### config.mk
export PLATFORM = sky130hd
export DESIGN_NAME = tba_timer16_byte_access
export DESIGN_NICKNAME = d
export VERILOG_FILES = /design/src/tba_pkg.sv /design/src/tba_timer16_byte_access.sv
export VERILOG_INCLUDE_DIRS = /design/src
export SDC_FILE = /design/constraint.sdc
export NUM_CORES = 1
export LEC_CHECK = 0
export BUFFER_PORTS_ARGS = -buffer_cell sky130_fd_sc_hd__buf_4
export CORE_MARGIN = 2
export CORE_UTILIZATION = 51
export DETAILED_ROUTE_END_ITERATION = 10
export GPL_ROUTABILITY_DRIVEN = 0
export HOLD_SLACK_MARGIN = 0.03
export MAX_ROUTING_LAYER = met4
export PLACE_DENSITY = 0.88
export SYNTH_ARGS = -nofsm -noshare
export SYNTH_HDL_FRONTEND = slang
export SYNTH_SLANG_ARGS = --single-unit
### constraint.sdc
create_clock -name clk -period 2.65 [get_ports clk]
set_input_delay 0.1325 -clock clk [delete_from_list [all_inputs] [get_ports clk]]
set_output_delay 0.1325 -clock clk [all_outputs]
set_load 0.02 [all_outputs]
### src/tba_defs.svh
// Constants for the 16-bit timer byte-access block: byte addresses, reference values, reset values.
// Assumes inclusion by the package, the design module, the core model and the bench.
`ifndef TBA_DEFS_SVH
`define TBA_DEFS_SVH

`define TBA_ADDR_W          3
`define TBA_ADDR_COUNT_LO   3'h0
`define TBA_ADDR_COUNT_HI   3'h1
`define TBA_ADDR_CMPA_LO    3'h2
`define TBA_ADDR_CMPA_HI    3'h3
`define TBA_ADDR_CMPB_LO    3'h4
`define TBA_ADDR_CMPB_HI    3'h5
`define TBA_ADDR_CAP_LO     3'h6
`define TBA_ADDR_CAP_HI     3'h7

`define TBA_FLOOR_VALUE     16'h0000
`define TBA_MAX_VALUE       16'hffff
`define TBA_TOP_8BIT        16'h00ff
`define TBA_TOP_9BIT        16'h01ff
`define TBA_TOP_10BIT       16'h03ff

`define TBA_LATCH_RESET     8'h00
`define TBA_REG_RESET       16'h0000
`define TBA_RDATA_RESET     8'h00

`endif

### src/tba_pkg.sv
// Types for the 16-bit timer byte-access block.
// Assumes tba_defs.svh is on the include path.
`include "tba_defs.svh"

package tba_pkg;

  typedef enum logic [3:0] {
    TBA_WM_NORMAL     = 4'h0,
    TBA_WM_PC8        = 4'h1,
    TBA_WM_PC9        = 4'h2,
    TBA_WM_PC10       = 4'h3,
    TBA_WM_CTC_A      = 4'h4,
    TBA_WM_FAST8      = 4'h5,
    TBA_WM_FAST9      = 4'h6,
    TBA_WM_FAST10     = 4'h7,
    TBA_WM_PFC_CAP    = 4'h8,
    TBA_WM_PFC_A      = 4'h9,
    TBA_WM_PC_CAP     = 4'ha,
    TBA_WM_PC_A       = 4'hb,
    TBA_WM_CTC_CAP    = 4'hc,
    TBA_WM_RESERVED   = 4'hd,
    TBA_WM_FAST_CAP   = 4'he,
    TBA_WM_FAST_A     = 4'hf
  } tba_wave_mode_t;

endpackage : tba_pkg

### src/tba_timer16_byte_access.sv
// Byte-wide access to the 16-bit count, compare and capture registers of one timer.
// Assumes a core on the same clock issuing one-cycle read or write strobes on an 8-bit bus,
// and counting and capture logic on the same clock driving the step, clear and capture inputs.
//
// Overview of operation
// - Flag floor point when count equals zero.
// - Flag absolute maximum when count is all ones.
// - Pick upper limit from mode: fixed, A, capture.
// - Sixteen-bit registers reached by two byte accesses.
// - One shared high-byte latch for all registers.
// - Low byte address does the real transfer.
// - Low write loads latch plus bus byte.
// - Low read copies upper byte into latch.
// - Compare reads bypass the latch entirely.
// - Latch kept after low write for reuse.
// - Core count write beats clear and step.
// - Capture writable only when it sets limit.
`timescale 1ns/1ps
`include "tba_defs.svh"

module tba_timer16_byte_access
  import tba_pkg::*;
(
  input  wire logic                    clk,
  input  wire logic                    rst,
  input  wire logic                    clkEn,
  input  wire logic [`TBA_ADDR_W-1:0]  busAddr,
  input  wire logic                    busWrite,
  input  wire logic                    busRead,
  input  wire logic [7:0]              busWdata,
  output logic      [7:0]              busRdata,
  input  wire logic [3:0]              waveformModeSelect,
  input  wire logic                    countStep,
  input  wire logic                    countDown,
  input  wire logic                    countClear,
  input  wire logic                    captureStrobe,
  output logic      [15:0]             timerCountValue,
  output logic      [15:0]             compareValueA,
  output logic      [15:0]             compareValueB,
  output logic      [15:0]             captureValue,
  output logic      [15:0]             topValue,
  output logic                         countFloorPoint,
  output logic                         countMaxPoint,
  output logic                         countTopPoint
);

  ////////////////////////////////////////////////////////////////////////////////
  // Mode decoding.

  function automatic logic captureIsTop(input logic [3:0] mode);
    case (tba_wave_mode_t'(mode))
      TBA_WM_PFC_CAP, TBA_WM_PC_CAP, TBA_WM_CTC_CAP, TBA_WM_FAST_CAP: captureIsTop = 1'b1;
      default: captureIsTop = 1'b0;
    endcase
  endfunction : captureIsTop

  function automatic logic [15:0] topFor(input logic [3:0] mode, input logic [15:0] cmpA,
                                         input logic [15:0] cap);
    case (tba_wave_mode_t'(mode))
      TBA_WM_PC8, TBA_WM_FAST8:                                     topFor = `TBA_TOP_8BIT;
      TBA_WM_PC9, TBA_WM_FAST9:                                     topFor = `TBA_TOP_9BIT;
      TBA_WM_PC10, TBA_WM_FAST10:                                   topFor = `TBA_TOP_10BIT;
      TBA_WM_CTC_A, TBA_WM_PFC_A, TBA_WM_PC_A, TBA_WM_FAST_A:       topFor = cmpA;
      TBA_WM_PFC_CAP, TBA_WM_PC_CAP, TBA_WM_CTC_CAP, TBA_WM_FAST_CAP: topFor = cap;
      default:                                                      topFor = `TBA_MAX_VALUE;
    endcase
  endfunction : topFor

  ////////////////////////////////////////////////////////////////////////////////
  // Access decoding.

  logic [7:0] hiLatch;
  logic       wrCountLo;
  logic       wrCmpALo;
  logic       wrCmpBLo;
  logic       wrCapLo;
  logic       wrAnyHi;

  assign wrCountLo = clkEn && busWrite && (busAddr == `TBA_ADDR_COUNT_LO);
  assign wrCmpALo  = clkEn && busWrite && (busAddr == `TBA_ADDR_CMPA_LO);
  assign wrCmpBLo  = clkEn && busWrite && (busAddr == `TBA_ADDR_CMPB_LO);
  assign wrCapLo   = clkEn && busWrite && (busAddr == `TBA_ADDR_CAP_LO)
                     && captureIsTop(waveformModeSelect);
  assign wrAnyHi   = clkEn && busWrite && busAddr[0];

  ////////////////////////////////////////////////////////////////////////////////
  // Shared high-byte latch.

  always_ff @(posedge clk or posedge rst) begin
    if (rst) begin
      hiLatch <= `TBA_LATCH_RESET;
    end else if (wrAnyHi) begin
      hiLatch <= busWdata;
    end else if (clkEn && busRead && !busWrite) begin
      case (busAddr)
        `TBA_ADDR_COUNT_LO: hiLatch <= timerCountValue[15:8];
        `TBA_ADDR_CAP_LO:   hiLatch <= captureValue[15:8];
        default:            hiLatch <= hiLatch;
      endcase
    end
  end

  ////////////////////////////////////////////////////////////////////////////////
  // Read data.

  always_ff @(posedge clk or posedge rst) begin
    if (rst) begin
      busRdata <= `TBA_RDATA_RESET;
    end else if (clkEn && busRead) begin
      case (busAddr)
        `TBA_ADDR_COUNT_LO: busRdata <= timerCountValue[7:0];
        `TBA_ADDR_CMPA_LO:  busRdata <= compareValueA[7:0];
        `TBA_ADDR_CMPA_HI:  busRdata <= compareValueA[15:8];
        `TBA_ADDR_CMPB_LO:  busRdata <= compareValueB[7:0];
        `TBA_ADDR_CMPB_HI:  busRdata <= compareValueB[15:8];
        `TBA_ADDR_CAP_LO:   busRdata <= captureValue[7:0];
        default:            busRdata <= hiLatch;
      endcase
    end
  end

  ////////////////////////////////////////////////////////////////////////////////
  // Count register.

  always_ff @(posedge clk or posedge rst) begin
    if (rst) begin
      timerCountValue <= `TBA_REG_RESET;
    end else if (wrCountLo) begin
      timerCountValue <= {hiLatch, busWdata};
    end else if (clkEn && countClear) begin
      timerCountValue <= `TBA_FLOOR_VALUE;
    end else if (clkEn && countStep) begin
      timerCountValue <= countDown ? timerCountValue - 16'h0001 : timerCountValue + 16'h0001;
    end
  end

  ////////////////////////////////////////////////////////////////////////////////
  // Compare and capture registers.

  always_ff @(posedge clk or posedge rst) begin
    if (rst) begin
      compareValueA <= `TBA_REG_RESET;
      compareValueB <= `TBA_REG_RESET;
    end else begin
      if (wrCmpALo) begin
        compareValueA <= {hiLatch, busWdata};
      end
      if (wrCmpBLo) begin
        compareValueB <= {hiLatch, busWdata};
      end
    end
  end

  always_ff @(posedge clk or posedge rst) begin
    if (rst) begin
      captureValue <= `TBA_REG_RESET;
    end else if (wrCapLo) begin
      captureValue <= {hiLatch, busWdata};
    end else if (clkEn && captureStrobe) begin
      captureValue <= timerCountValue;
    end
  end

  ////////////////////////////////////////////////////////////////////////////////
  // Reference points, registered one cycle after the values they describe.

  always_ff @(posedge clk or posedge rst) begin
    if (rst) begin
      topValue        <= `TBA_MAX_VALUE;
      countFloorPoint <= 1'b0;
      countMaxPoint   <= 1'b0;
      countTopPoint   <= 1'b0;
    end else if (clkEn) begin
      topValue        <= topFor(waveformModeSelect, compareValueA, captureValue);
      countFloorPoint <= (timerCountValue == `TBA_FLOOR_VALUE);
      countMaxPoint   <= (timerCountValue == `TBA_MAX_VALUE);
      countTopPoint   <= (timerCountValue == topFor(waveformModeSelect, compareValueA, captureValue));
    end
  end
endmodule : tba_timer16_byte_access

==> summary.txt, run 1 <==
Status = complete, no violations
Remaining DRCs = 0
CP max FO = 5
Reg2reg end = timerCountValue[15]$_DFFE_PP0P_
Max layer used = met4
R2R depth = 7
Root Driver = clkbuf_16
Post-synthesis compound-gate area fraction = 0.204
Synth Net Count = 711
Net switching power = 0.00261 W
Synth Area per Inst = 9.11 um2
All-Layer GR Usage = 0.317
Antenna-violating nets left = 0
Yosys cell types = 73
Combinational share of power = 0.412
Avg Vias per Cell = 6.38
Simple-gate share of the synthesized area = 0.158
Placed Area = 7170 um2
Leak = 3.45 nW
Met2 routed wirelength = 8880 um
Adder-cell area share of the yosys netlist = 0.0319
Most frequent cells in the layout = buf_4, nand2_1, dfrtp_1
Critical path capture point type = flip-flop
HPWL Detailed = 14000 um
CTS tree = done
IO Port Bufs = 114
Design area = 7490 um2
Die width = 114 um
R2R setup slack = 0.25 ns
PwrDens = 868 nW/um2
Hold Fails Final Rpt = 0
Starting Density = 0.516
P_int = 0.00390 W
I/O pin cnt = 115
F_max = 417 MHz
Core Area = 11900 um2
RSZ-0062 raised after global routing = false
Cts hold-fix bufs = 1
GRT overflow = 0
Clock slew seen by the registers of the worst setup and hold paths = 0.07 ns
Max-cap violations = 0
Reg-to-reg startpoint = timerCountValue[6]$_DFFE_PP0P_
Largest net degree at the start of global routing = 71
Die height = 114 um
Final Power = 0.00651 W
Post-synth EDFFs = 0
Maximum vdd drop = 508 uV
Via Count = 5960
Clock power share = 0.216
Depth of the CTS H-tree = 3
Vias in the first global route = 5410
Worst-Skew Late Latency = 0.35 ns
Max stage delay on crit path = 0.56 ns
Initial antenna violation count = 0
Postcts setup bufs = 0
FF+latch count, synth = 99
Yosys top cell by area = dfrtp_1
Die ar. = 12900 um2
Final setup viols = 0
Warnings, synthesis = 0
Layout Nets = 821
HP Class = in2reg
Multiplexer area fraction after synthesis = 0.118
Fin cells = 934
Final worst path period share = 0.906
# clock sinks = 99
Synth Flop Type = dfrtp_1
Switching share of power = 0.401
Cells after synthesis = 672
Antenna diode count = 0
Placed Cells = 917
Rows = 40
Max-slew violation count = 0
CTS resizes = 0
Min-delay src = busWdata[4]
WP data required = 2.89 ns
Post-layout minimum cycle time = 2.40 ns
Xor and xnor area share after synthesis = 0.0329
Hold Crit Depth = 3
CTS Buf Count = 9
Most common cell after layout, fill and taps aside = buf_4
Register area share after synthesis = 0.408
CTS max path bufs = 2
Sequential power share = 0.371
Routed WL = 19700 um
Synth top area cells = dfrtp_1, dfstp_2, mux2_2, nand2_1, a21oi_1
Post-synth design cell area = 6120 um2
Hold endpoint = captureValue[4]$_DFFE_PP0P_
Main combinational cell family by area after synthesis = compound AO/OA/AOI/OAI gates
CP Class = reg2reg
Final worst slack = 0.250 ns
Metal-1 WL = 7800 um
Filler Cell Count = 945
Met3 routed WL = 2130 um
First-pass GRT wire length = 30800 um
Synth top area share = 0.339
Slew HR = 0.555
Async SR Flop Fraction = 1.00
Slowest-stage cell, CP = a2111oi_0
Crit path cell chain = ha_1, a2111oi_0, a211o_1, o21ai_1, xnor2_1, a21boi_1, o2bb2a_1
Worst-margin pin slew = 0.664 ns
TNS Setup = 0 ns
Drt wl/cell = 21.1 um
Dpl ws = 0.335 ns
Max Clock Skew = 0.00899 ns
P&R area growth vs syn = 22.4%
DR pass1 iterations = 6
Worst setup SP type = flip-flop
Drt initial violations = 789
CP arrival = 2.64 ns
Share of cells above drive strength 1 = 0.286
kinds of logic after synthesis:
| group | Yosys count |
|---|---|
| AO/OA/AOI/OAI | 203 |
| XOR/XNOR | 23 |
| adder cells (fa/ha/maj) | 15 |
| buffers and inverters | 64 |
| flip-flops | 99 |
| multiplexers | 65 |
| AND/OR/NAND/NOR | 203 |
layout make-up:
class / count / area, um2 / share of cell area
clock buffers: 12 / 236 / 0.0316
multi-input cells: 509 / 3340 / 0.446
well taps: 147 / 184 / 0.0245
flip-flops and latches: 99 / 2500 / 0.333
inverters: 22 / 86.3 / 0.0115
repair buffers: 141 / 1070 / 0.143
clock inverters: 4 / 75.1 / 0.0100
state kept, by name, summed over array words and instances, names as in the netlist:
name and count:
topValue 16, compareValueB 16, compareValueA 16, hiLatch 8, timerCountValue 16, countTopPoint 1, countFloorPoint 1, busRdata 8
captureValue 16, countMaxPoint 1
worst max-delay path by stage:
stage	start	end	slack, ns	depth (start not counted)
3_5_place_dp	timerCountValue[6]$_DFFE_PP0P_	timerCountValue[15]$_DFFE_PP0P_	0.34	7
4_1_cts	timerCountValue[6]$_DFFE_PP0P_	timerCountValue[15]$_DFFE_PP0P_	0.30	7
6_report	timerCountValue[6]$_DFFE_PP0P_	timerCountValue[15]$_DFFE_PP0P_	0.25	7
2_1_floorplan	timerCountValue[6]$_DFFE_PP0P_	timerCountValue[15]$_DFFE_PP0P_	0.42	7
3_3_place_gp	timerCountValue[0]$_DFFE_PP0P_	timerCountValue[14]$_DFFE_PP0P_	0.41	8
5_1_grt	timerCountValue[6]$_DFFE_PP0P_	timerCountValue[15]$_DFFE_PP0P_	0.06	7
per-layer routing:
layer | up-vias | track usage
li1 | 2648 | -
met1 | 2849 | 0.427
met2 | 391 | 0.468
met3 | 72 | 0.0611
met4 | 0 | 0.141
met5 | - | -
critical path, delay by kind of cell, from the launching register on:
kind                       cells  cell delay, ns
xor gates and xnor gates       1            0.20
adders and majority gates      1            0.37
AOI/OAI and AO/OA              5            1.33
DFF                            1            0.40
synth_stat cells, drive strengths merged, types with 5 or more instances:
| cell type | instances |
|---|---|
| nand2 | 87 |
| dfrtp | 83 |
| o21ai | 73 |
| a21oi | 56 |
| nor2 | 54 |
| mux2 | 36 |
| mux2i | 27 |
| buf | 24 |
| inv | 22 |
| clkbuf | 18 |
| dfstp | 16 |
| ha | 14 |
| xnor2 | 13 |
| o22ai | 11 |
| xor2 | 10 |
| nand2b | 9 |
| nand3 | 9 |
| nor4 | 9 |
| a211oi | 7 |
| a21o | 7 |
| o221ai | 7 |
| a31oi | 5 |
| nand4 | 5 |
| nor3 | 5 |
power by group through the flow:
stage	Clock, W	Sequential, W	Combinational [W]
after floorplan	0	0.00269	0.00120
after global placement	0	0.00239	0.00258
after detailed placement	0	0.00240	0.00264
after CTS	0.00141	0.00238	0.00265
after global routing	0.00149	0.00244	0.00287
final	0.00141	0.00242	0.00268
metrics by stage:
step	hold WS, ns	util
after detailed placement	0.259	0.605
after CTS	0.0546	0.632
final	0.0510	0.632
after floorplan	0.249	-
after global routing	0.0528	0.632
after global placement	0.251	0.605
(Power assumes the default switching activity.)
==> run 2: changes to the inputs <==
--- a/config.mk
+++ b/config.mk
@@ -9,10 +9,10 @@
 export BUFFER_PORTS_ARGS = -buffer_cell sky130_fd_sc_hd__buf_4
 export CORE_MARGIN = 2
-export CORE_UTILIZATION = 51
+export CORE_UTILIZATION = 56
 export DETAILED_ROUTE_END_ITERATION = 10
 export GPL_ROUTABILITY_DRIVEN = 0
 export HOLD_SLACK_MARGIN = 0.03
 export MAX_ROUTING_LAYER = met4
-export PLACE_DENSITY = 0.88
+export PLACE_DENSITY = 0.91
 export SYNTH_ARGS = -nofsm -noshare
 export SYNTH_HDL_FRONTEND = slang
==> constraint.sdc (replaced) <==
create_clock -name clk -period 2.5 [get_ports clk]
set_input_delay 0.125 -clock clk [delete_from_list [all_inputs] [get_ports clk]]
set_output_delay 0.125 -clock clk [all_outputs]
set_load 0.05 [all_outputs]
==> run 2 against run 1 <==
  * Register-to-register slack got worse by 0.14 ns
  * Sequential share of layout area increased by 0.22 points
  * First-iteration DRC count rose by 12%
  * Critical endpoint is now timerCountValue[12]$_DFFE_PP0P_
  * Final cell count grew 0.11%
  * Global-route usage up 4.5 points
  * Highest routed layer unchanged
  * Total power increased by 14%
  * Count of clock-buffer cells in the layout fell by 1
  * Via count rose by 2.7%
  * Sequential power rose by 5%
  * Largest power group unchanged
==> summary.txt, run 2 (same netlist as run 1, synthesis figures left out) <==
Hold Fails Final Rpt = 0 (unchanged)
Postcts setup bufs = 0 (unchanged)
Largest net degree at the start of global routing = 36 (was 71)
HPWL Detailed = 14700 um (was 14000 um)
Max-cap violations = 0 (unchanged)
Final worst slack = 0.111 ns (was 0.250 ns)
CP arrival = 2.68 ns (was 2.64 ns)
Max-slew violation count = 0 (unchanged)
Most common cell after layout, fill and taps aside = buf_4 (unchanged)
DR pass1 iterations = 8 (was 6)
Initial antenna violation count = 0 (unchanged)
Final worst path period share = 0.956 (was 0.906)
Net switching power = 0.00364 W (was 0.00261 W)
Placed Cells = 913 (was 917)
WP data required = 2.79 ns (was 2.89 ns)
Dpl ws = 0.0616 ns (was 0.335 ns)
R2R setup slack = 0.11 ns (was 0.25 ns)
Core Area = 10700 um2 (was 11900 um2)
Avg Vias per Cell = 6.55 (was 6.38)
Final Power = 0.00741 W (was 0.00651 W)
Slew HR = 0.528 (was 0.555)
CTS Buf Count = 9 (unchanged)
Clock power share = 0.140 (was 0.216)
Antenna diode count = 0 (unchanged)
Critical path origin = timerCountValue[0]$_DFFE_PP0P_ (was timerCountValue[6]$_DFFE_PP0P_)
Switching share of power = 0.492 (was 0.401)
I/O pin cnt = 115 (unchanged)
Reg-to-reg startpoint = timerCountValue[0]$_DFFE_PP0P_ (was timerCountValue[6]$_DFFE_PP0P_)
Layout Utilization = 0.693 (was 0.632)
IO Port Bufs = 114 (unchanged)
Starting Density = 0.570 (was 0.516)
Grt met2 use = 0.546 (was 0.468)
Depth of the CTS H-tree = 3 (unchanged)
PwrDens = 995 nW/um2 (was 868 nW/um2)
Die ar. = 11800 um2 (was 12900 um2)
Vias in the first global route = 5803 (was 5410)
Max stage delay on crit path = 0.45 ns (was 0.56 ns)
GRT overflow = 0 (unchanged)
Max Clock Skew = 0.0214 ns (was 0.00899 ns)
Die height = 109 um (was 114 um)
Drt initial violations = 880 (was 789)
Drt wl/cell = 21.6 um (was 21.1 um)
# clock sinks = 99 (unchanged)
Leak = 3.43 nW (was 3.45 nW)
Status = complete, no violations (unchanged)
Met3 global-route usage = 0.0778 (was 0.0611)
F_max = 419 MHz (was 417 MHz)
Maximum vdd drop = 736 uV (was 508 uV)
Layout Nets = 829 (was 821)
P&R area growth vs syn = 21.7% (was 22.4%)
CP max FO = 2 (was 5)
All-Layer GR Usage = 0.362 (was 0.317)
Reg2reg end = timerCountValue[12]$_DFFE_PP0P_ (was timerCountValue[15]$_DFFE_PP0P_)
Slowest-stage cell, CP = fa_1 (was a2111oi_0)
Met1 Usage GRT = 0.465 (was 0.427)
Via Count = 6120 (was 5960)
First-pass GRT wire length = 31300 um (was 30800 um)
Fin cells = 935 (was 934)
RSZ-0062 raised after global routing = false (unchanged)
R2R depth = 8 (was 7)
Combinational share of power = 0.519 (was 0.412)
Area taken by flip-flops and latches = 2500 um2 (unchanged)
CP Class = reg2reg (unchanged)
CTS tree = done (unchanged)
Most frequent cells in the layout = buf_4, nand2_1, dfrtp_1 (unchanged)
Root Driver = clkbuf_8 (was clkbuf_16)
Crit path cell chain = fa_1, a21oi_1, nand4b_1, nand2_1, a31oi_1, o31ai_1, and4_1, nor4_1 (was ha_1, a2111oi_0, a211o_1, o21ai_1, xnor2_1, a21boi_1, o2bb2a_1)
Antenna-violating nets left = 0 (unchanged)
Routed WL = 20200 um (was 19700 um)
P_int = 0.00376 W (was 0.00390 W)
Critical path capture point type = flip-flop (unchanged)
Worst setup SP type = flip-flop (unchanged)
Rows = 38 (was 40)
Die width = 109 um (was 114 um)
Post-layout minimum cycle time = 2.39 ns (was 2.40 ns)
Worst-margin pin slew = 0.704 ns (was 0.664 ns)
Worst-Skew Late Latency = 0.38 ns (was 0.35 ns)
Clock slew seen by the registers of the worst setup and hold paths = 0.10 ns (was 0.07 ns)
Grt peak-use layer = met2 (unchanged)
Final setup viols = 0 (unchanged)
Share of cells above drive strength 1 = 0.289 (was 0.286)
Remaining DRCs = 0 (unchanged)
Sequential power share = 0.341 (was 0.371)
Critical Path Sink = timerCountValue[12]$_DFFE_PP0P_ (was timerCountValue[15]$_DFFE_PP0P_)
CTS max path bufs = 2 (unchanged)
Filler Cell Count = 784 (was 945)
HP Class = in2reg (unchanged)
TNS Setup = 0 ns (unchanged)
Multi-input logic area = 3350 um2 (was 3340 um2)
## run 2: changes by cell type in the layout (fill, tap and decap cells not counted), moves of 3 or more
| cell | previous run | this run |
|---|---|---|
| buf_4 | 139 | 142 |
| clkbuf_16 | 9 | 0 |
| clkbuf_8 | 0 | 9 |
| dlygate4sd3_1 | 1 | 6 |
## run 2: critical path, delay by kind of cell (launching register included)
family | cells | cell delay (ns)
simple gates | 4 | 0.76
compound gates | 3 | 0.67
fa+ha+maj | 1 | 0.45
flops | 1 | 0.42
## run 2: power by group through the flow
stage	Combinational [W]	Clock, W	Sequential (W)
floorplan	0.00127	0	0.00367
global placement	0.00363	0	0.00249
detailed placement	0.00374	0	0.00252
CTS	0.00376	0.00104	0.00249
global route	0.00402	0.00110	0.00255
finish	0.00384	0.00104	0.00253
## run 2: stage by stage
stage | area [um2] | hold WS (ns)
after global placement | 7190 | 0.176
after floorplan | 6120 | 0.242
after detailed placement | 7190 | 0.191
after global routing | 7440 | 0.0524
after CTS | 7430 | 0.0304
final | 7440 | 0.0494
## run 2: per-layer routing
| layer | vias up | part of all wire |
|---|---|---|
| li1 | 2650 | - |
| met1 | 2870 | 0.37 |
| met2 | 502 | 0.45 |
| met3 | 98 | 0.13 |
| met4 | 0 | 0.050 |
| met5 | - | 0 |
## run 2: repair_timing
action	CTS	global route
hold buffers	6	0
endpoints found under the hold margin	29	0
resized for setup	0	3
setup endpoints to repair	0	5
## run 2: final cells by class
class,count,area share
sequential,99,0.335
clock buffer,11,0.0176
clock inverter,5,0.00723
timing repair buffer,149,0.154
inverter,22,0.0116
multi-input combinational,509,0.451
tap,140,0.0235
## run 2: worst min path at each step
| stage | from | to | slack (ns) | cells past startpoint |
|---|---|---|---|---|
| final | busWdata[3] | hiLatch[3]$_DFFE_PP0P_ | 0.05 | 3 |
| after global routing | busWdata[5] | hiLatch[5]$_DFFE_PP0P_ | 0.05 | 3 |
| after global placement | rst | busRdata[3]$_DFFE_PP0P_ | 0.18 | 2 |
| after CTS | busWdata[3] | hiLatch[3]$_DFFE_PP0P_ | 0.03 | 3 |
| after detailed placement | rst | busRdata[5]$_DFFE_PP0P_ | 0.19 | 2 |
| after floorplan | busWdata[4] | captureValue[4]$_DFFE_PP0P_ | 0.24 | 2 |
==> run 3: changes to the inputs <==
- CORE_UTILIZATION: 56 -> 25
- PLACE_DENSITY: 0.91 -> 0.53
- RECOVER_POWER: unset -> 50
==> run 3 against run 2 <==
  * Total power grew 3.1%
  * Critical path type unchanged
  * Maximum frequency grew 0.39%
  * Critical path depth shrank 1
  * Final area grew 2.1%
  * Final cell count grew 20%
  * Clock skew shrank 0.014 ns
  * First-iteration DRC count shrank 51%
  * Via count shrank 7.3%
  * Non-clock buffer count grew 1
  * Count of clock-buffer cells in the layout shrank 2
==> summary.txt, run 3 (same netlist as run 1, synthesis figures left out) <==
Final Power = 0.00764 W (was 0.00741 W)
Root Driver = clkbuf_16 (was clkbuf_8)
# clock sinks = 99 (unchanged)
Avg Vias per Cell = 5.07 (was 6.55)
WP data required = 2.74 ns (was 2.79 ns)
Maximum vdd drop = 480 uV (was 736 uV)
Clock slew seen by the registers of the worst setup and hold paths = 0.07 ns (was 0.10 ns)
Rows = 57 (was 38)
Max Clock Skew = 0.00753 ns (was 0.0214 ns)
Final worst path period share = 0.952 (was 0.956)
Remaining DRCs = 0 (unchanged)
Drt wl/cell = 20.3 um (was 21.6 um)
Hold Slack = 0.0382 ns (was 0.0494 ns)
Worst-margin pin slew = 1.43 ns (was 0.704 ns)
Antenna-violating nets left = 0 (unchanged)
CP Class = reg2reg (unchanged)
All-Layer GR Usage = 0.181 (was 0.362)
Largest net degree at the start of global routing = 100 (was 36)
Final setup viols = 0 (unchanged)
Die height = 160 um (was 109 um)
Core Area = 24200 um2 (was 10700 um2)
Initial antenna violation count = 0 (unchanged)
Postcts setup bufs = 0 (unchanged)
Worst Path Buf+Inv = 0 (unchanged)
Worst-Skew Late Latency = 0.36 ns (was 0.38 ns)
Drt initial violations = 431 (was 880)
PwrDens = 1010 nW/um2 (was 995 nW/um2)
First-pass GRT wire length = 34400 um (was 31300 um)
CTS max path bufs = 2 (unchanged)
Area taken by flip-flops and latches = 2500 um2 (unchanged)
Die ar. = 25700 um2 (was 11800 um2)
Placed Cells = 1102 (was 913)
Most common cell after layout, fill and taps aside = buf_4 (unchanged)
CTS tree = done (unchanged)
Max stage delay on crit path = 0.59 ns (was 0.45 ns)
P&R area growth vs syn = 24.1% (was 21.7%)
DR pass1 iterations = 4 (was 8)
Multi-input logic area = 3330 um2 (was 3350 um2)
HPWL Detailed = 16800 um (was 14700 um)
Status = complete, no violations (unchanged)
Max-slew violation count = 0 (unchanged)
GRT overflow = 0 (unchanged)
I/O pin cnt = 115 (unchanged)
Antenna diode count = 0 (unchanged)
CP arrival = 2.62 ns (was 2.68 ns)
Depth of the CTS H-tree = 3 (unchanged)
HP Class = in2reg (unchanged)
Reg-to-reg startpoint = timerCountValue[6]$_DFFE_PP0P_ (was timerCountValue[0]$_DFFE_PP0P_)
CP max FO = 4 (was 2)
Critical path capture point type = flip-flop (unchanged)
Most frequent cells in the layout = buf_4, nand2_1, dfrtp_1 (unchanged)
Share of cells above drive strength 1 = 0.246 (was 0.289)
Via Count = 5674 (was 6120)
Worst setup SP type = flip-flop (unchanged)
Critical path origin = timerCountValue[6]$_DFFE_PP0P_ (was timerCountValue[0]$_DFFE_PP0P_)
IO Port Bufs = 114 (unchanged)
Routed WL = 22700 um (was 20200 um)
CTS Buf Count = 9 (unchanged)
F_max = 420 MHz (was 419 MHz)
Min-delay src = busWdata[2] (was busWdata[3])
Slowest-stage cell, CP = a2111oi_1 (was fa_1)
Layout Nets = 830 (was 829)
Fin cells = 1120 (was 935)
Leak = 3.33 nW (was 3.43 nW)
Vias in the first global route = 5333 (was 5803)
Post-layout minimum cycle time = 2.38 ns (was 2.39 ns)
Slew HR = 0.0478 (was 0.528)
Top delay family on crit path = compound AO/OA/AOI/OAI gates (was simple AND/OR/NAND/NOR gates)
Starting Density = 0.253 (was 0.570)
Die width = 160 um (was 109 um)
Filler Cell Count = 2572 (was 784)
Crit path cell chain = ha_1, a2111oi_1, a211o_1, o21ai_1, xnor2_1, a21boi_1, o2bb2a_1 (was fa_1, a21oi_1, nand4b_1, nand2_1, a31oi_1, o31ai_1, and4_1, nor4_1)
Max-cap violations = 0 (unchanged)
Hold Fails Final Rpt = 0 (unchanged)
==> run 3: area by class of cell <==
cell class / count / share of cell area
Clock buffer: 9 / 0.0296
Multi-Input combinational cell: 509 / 0.438
Timing Repair Buffer: 150 / 0.131
Sequential cell: 99 / 0.329
Clock inverter: 7 / 0.00774
Tap cell: 324 / 0.0534
Inverter: 22 / 0.0114
==> run 3: tightest hold or removal path: cells and delay by family <==
kind,cells,cell delay [ns]
AO/OA/AOI/OAI,1,0.06
AND/OR/NAND/NOR,1,0.05
buffers and inverters,1,0.12
==> run 3: worst paths after layout <==
kind	endpoint	slack, ns	depth (start not counted)
min in group asynchronous	busRdata[1]$_DFFE_PP0P_	0.85	4
worst min register to register	topValue[2]$_DFFE_PP1P_	0.47	2
max in group asynchronous	timerCountValue[0]$_DFFE_PP0P_	0.77	4
worst min-delay path	hiLatch[2]$_DFFE_PP0P_	0.04	3
worst max register to register	timerCountValue[15]$_DFFE_PP0P_	0.12	7
worst max-delay path	timerCountValue[15]$_DFFE_PP0P_	0.12	7
==> run 3: where the power goes <==
group	switching (W)	total (W)	internal (W)
clock network	0.000710	0.00140	0.000691
logic	0.00251	0.00369	0.00118
registers	0.000539	0.00255	0.00201
==> run 3: layer usage <==
metal / GRT usage / up-vias / routed length [um]
met5: - / - / 0
met4: 0.0471 / 0 / 467
met3: 0.0297 / 27 / 1240
met2: 0.268 / 202 / 10100
met1: 0.257 / 2772 / 10900
li1: - / 2673 / -
==> run 3: per-stage QoR <==
step | util | setup WS [ns] | setup TNS, ns | area [um2]
finish | 0.314 | 0.120 | 0 | 7600
global route | 0.314 | -0.00938 | -0.00938 | 7600
CTS | 0.321 | 0.141 | 0 | 7760
detailed placement | 0.308 | 0.160 | 0 | 7450
global placement | 0.308 | 0.249 | 0 | 7450
floorplan | - | 0.0725 | 0 | 6120
==> run 3: what timing repair did <==
| item | CTS | global route |
|---|---|---|
| setup endpoints to repair | 0 | 2 |
| resized for setup | 0 | 2 |
| hold buffers | 2 | 0 |
| hold endpoints to repair | 84 | 0 |
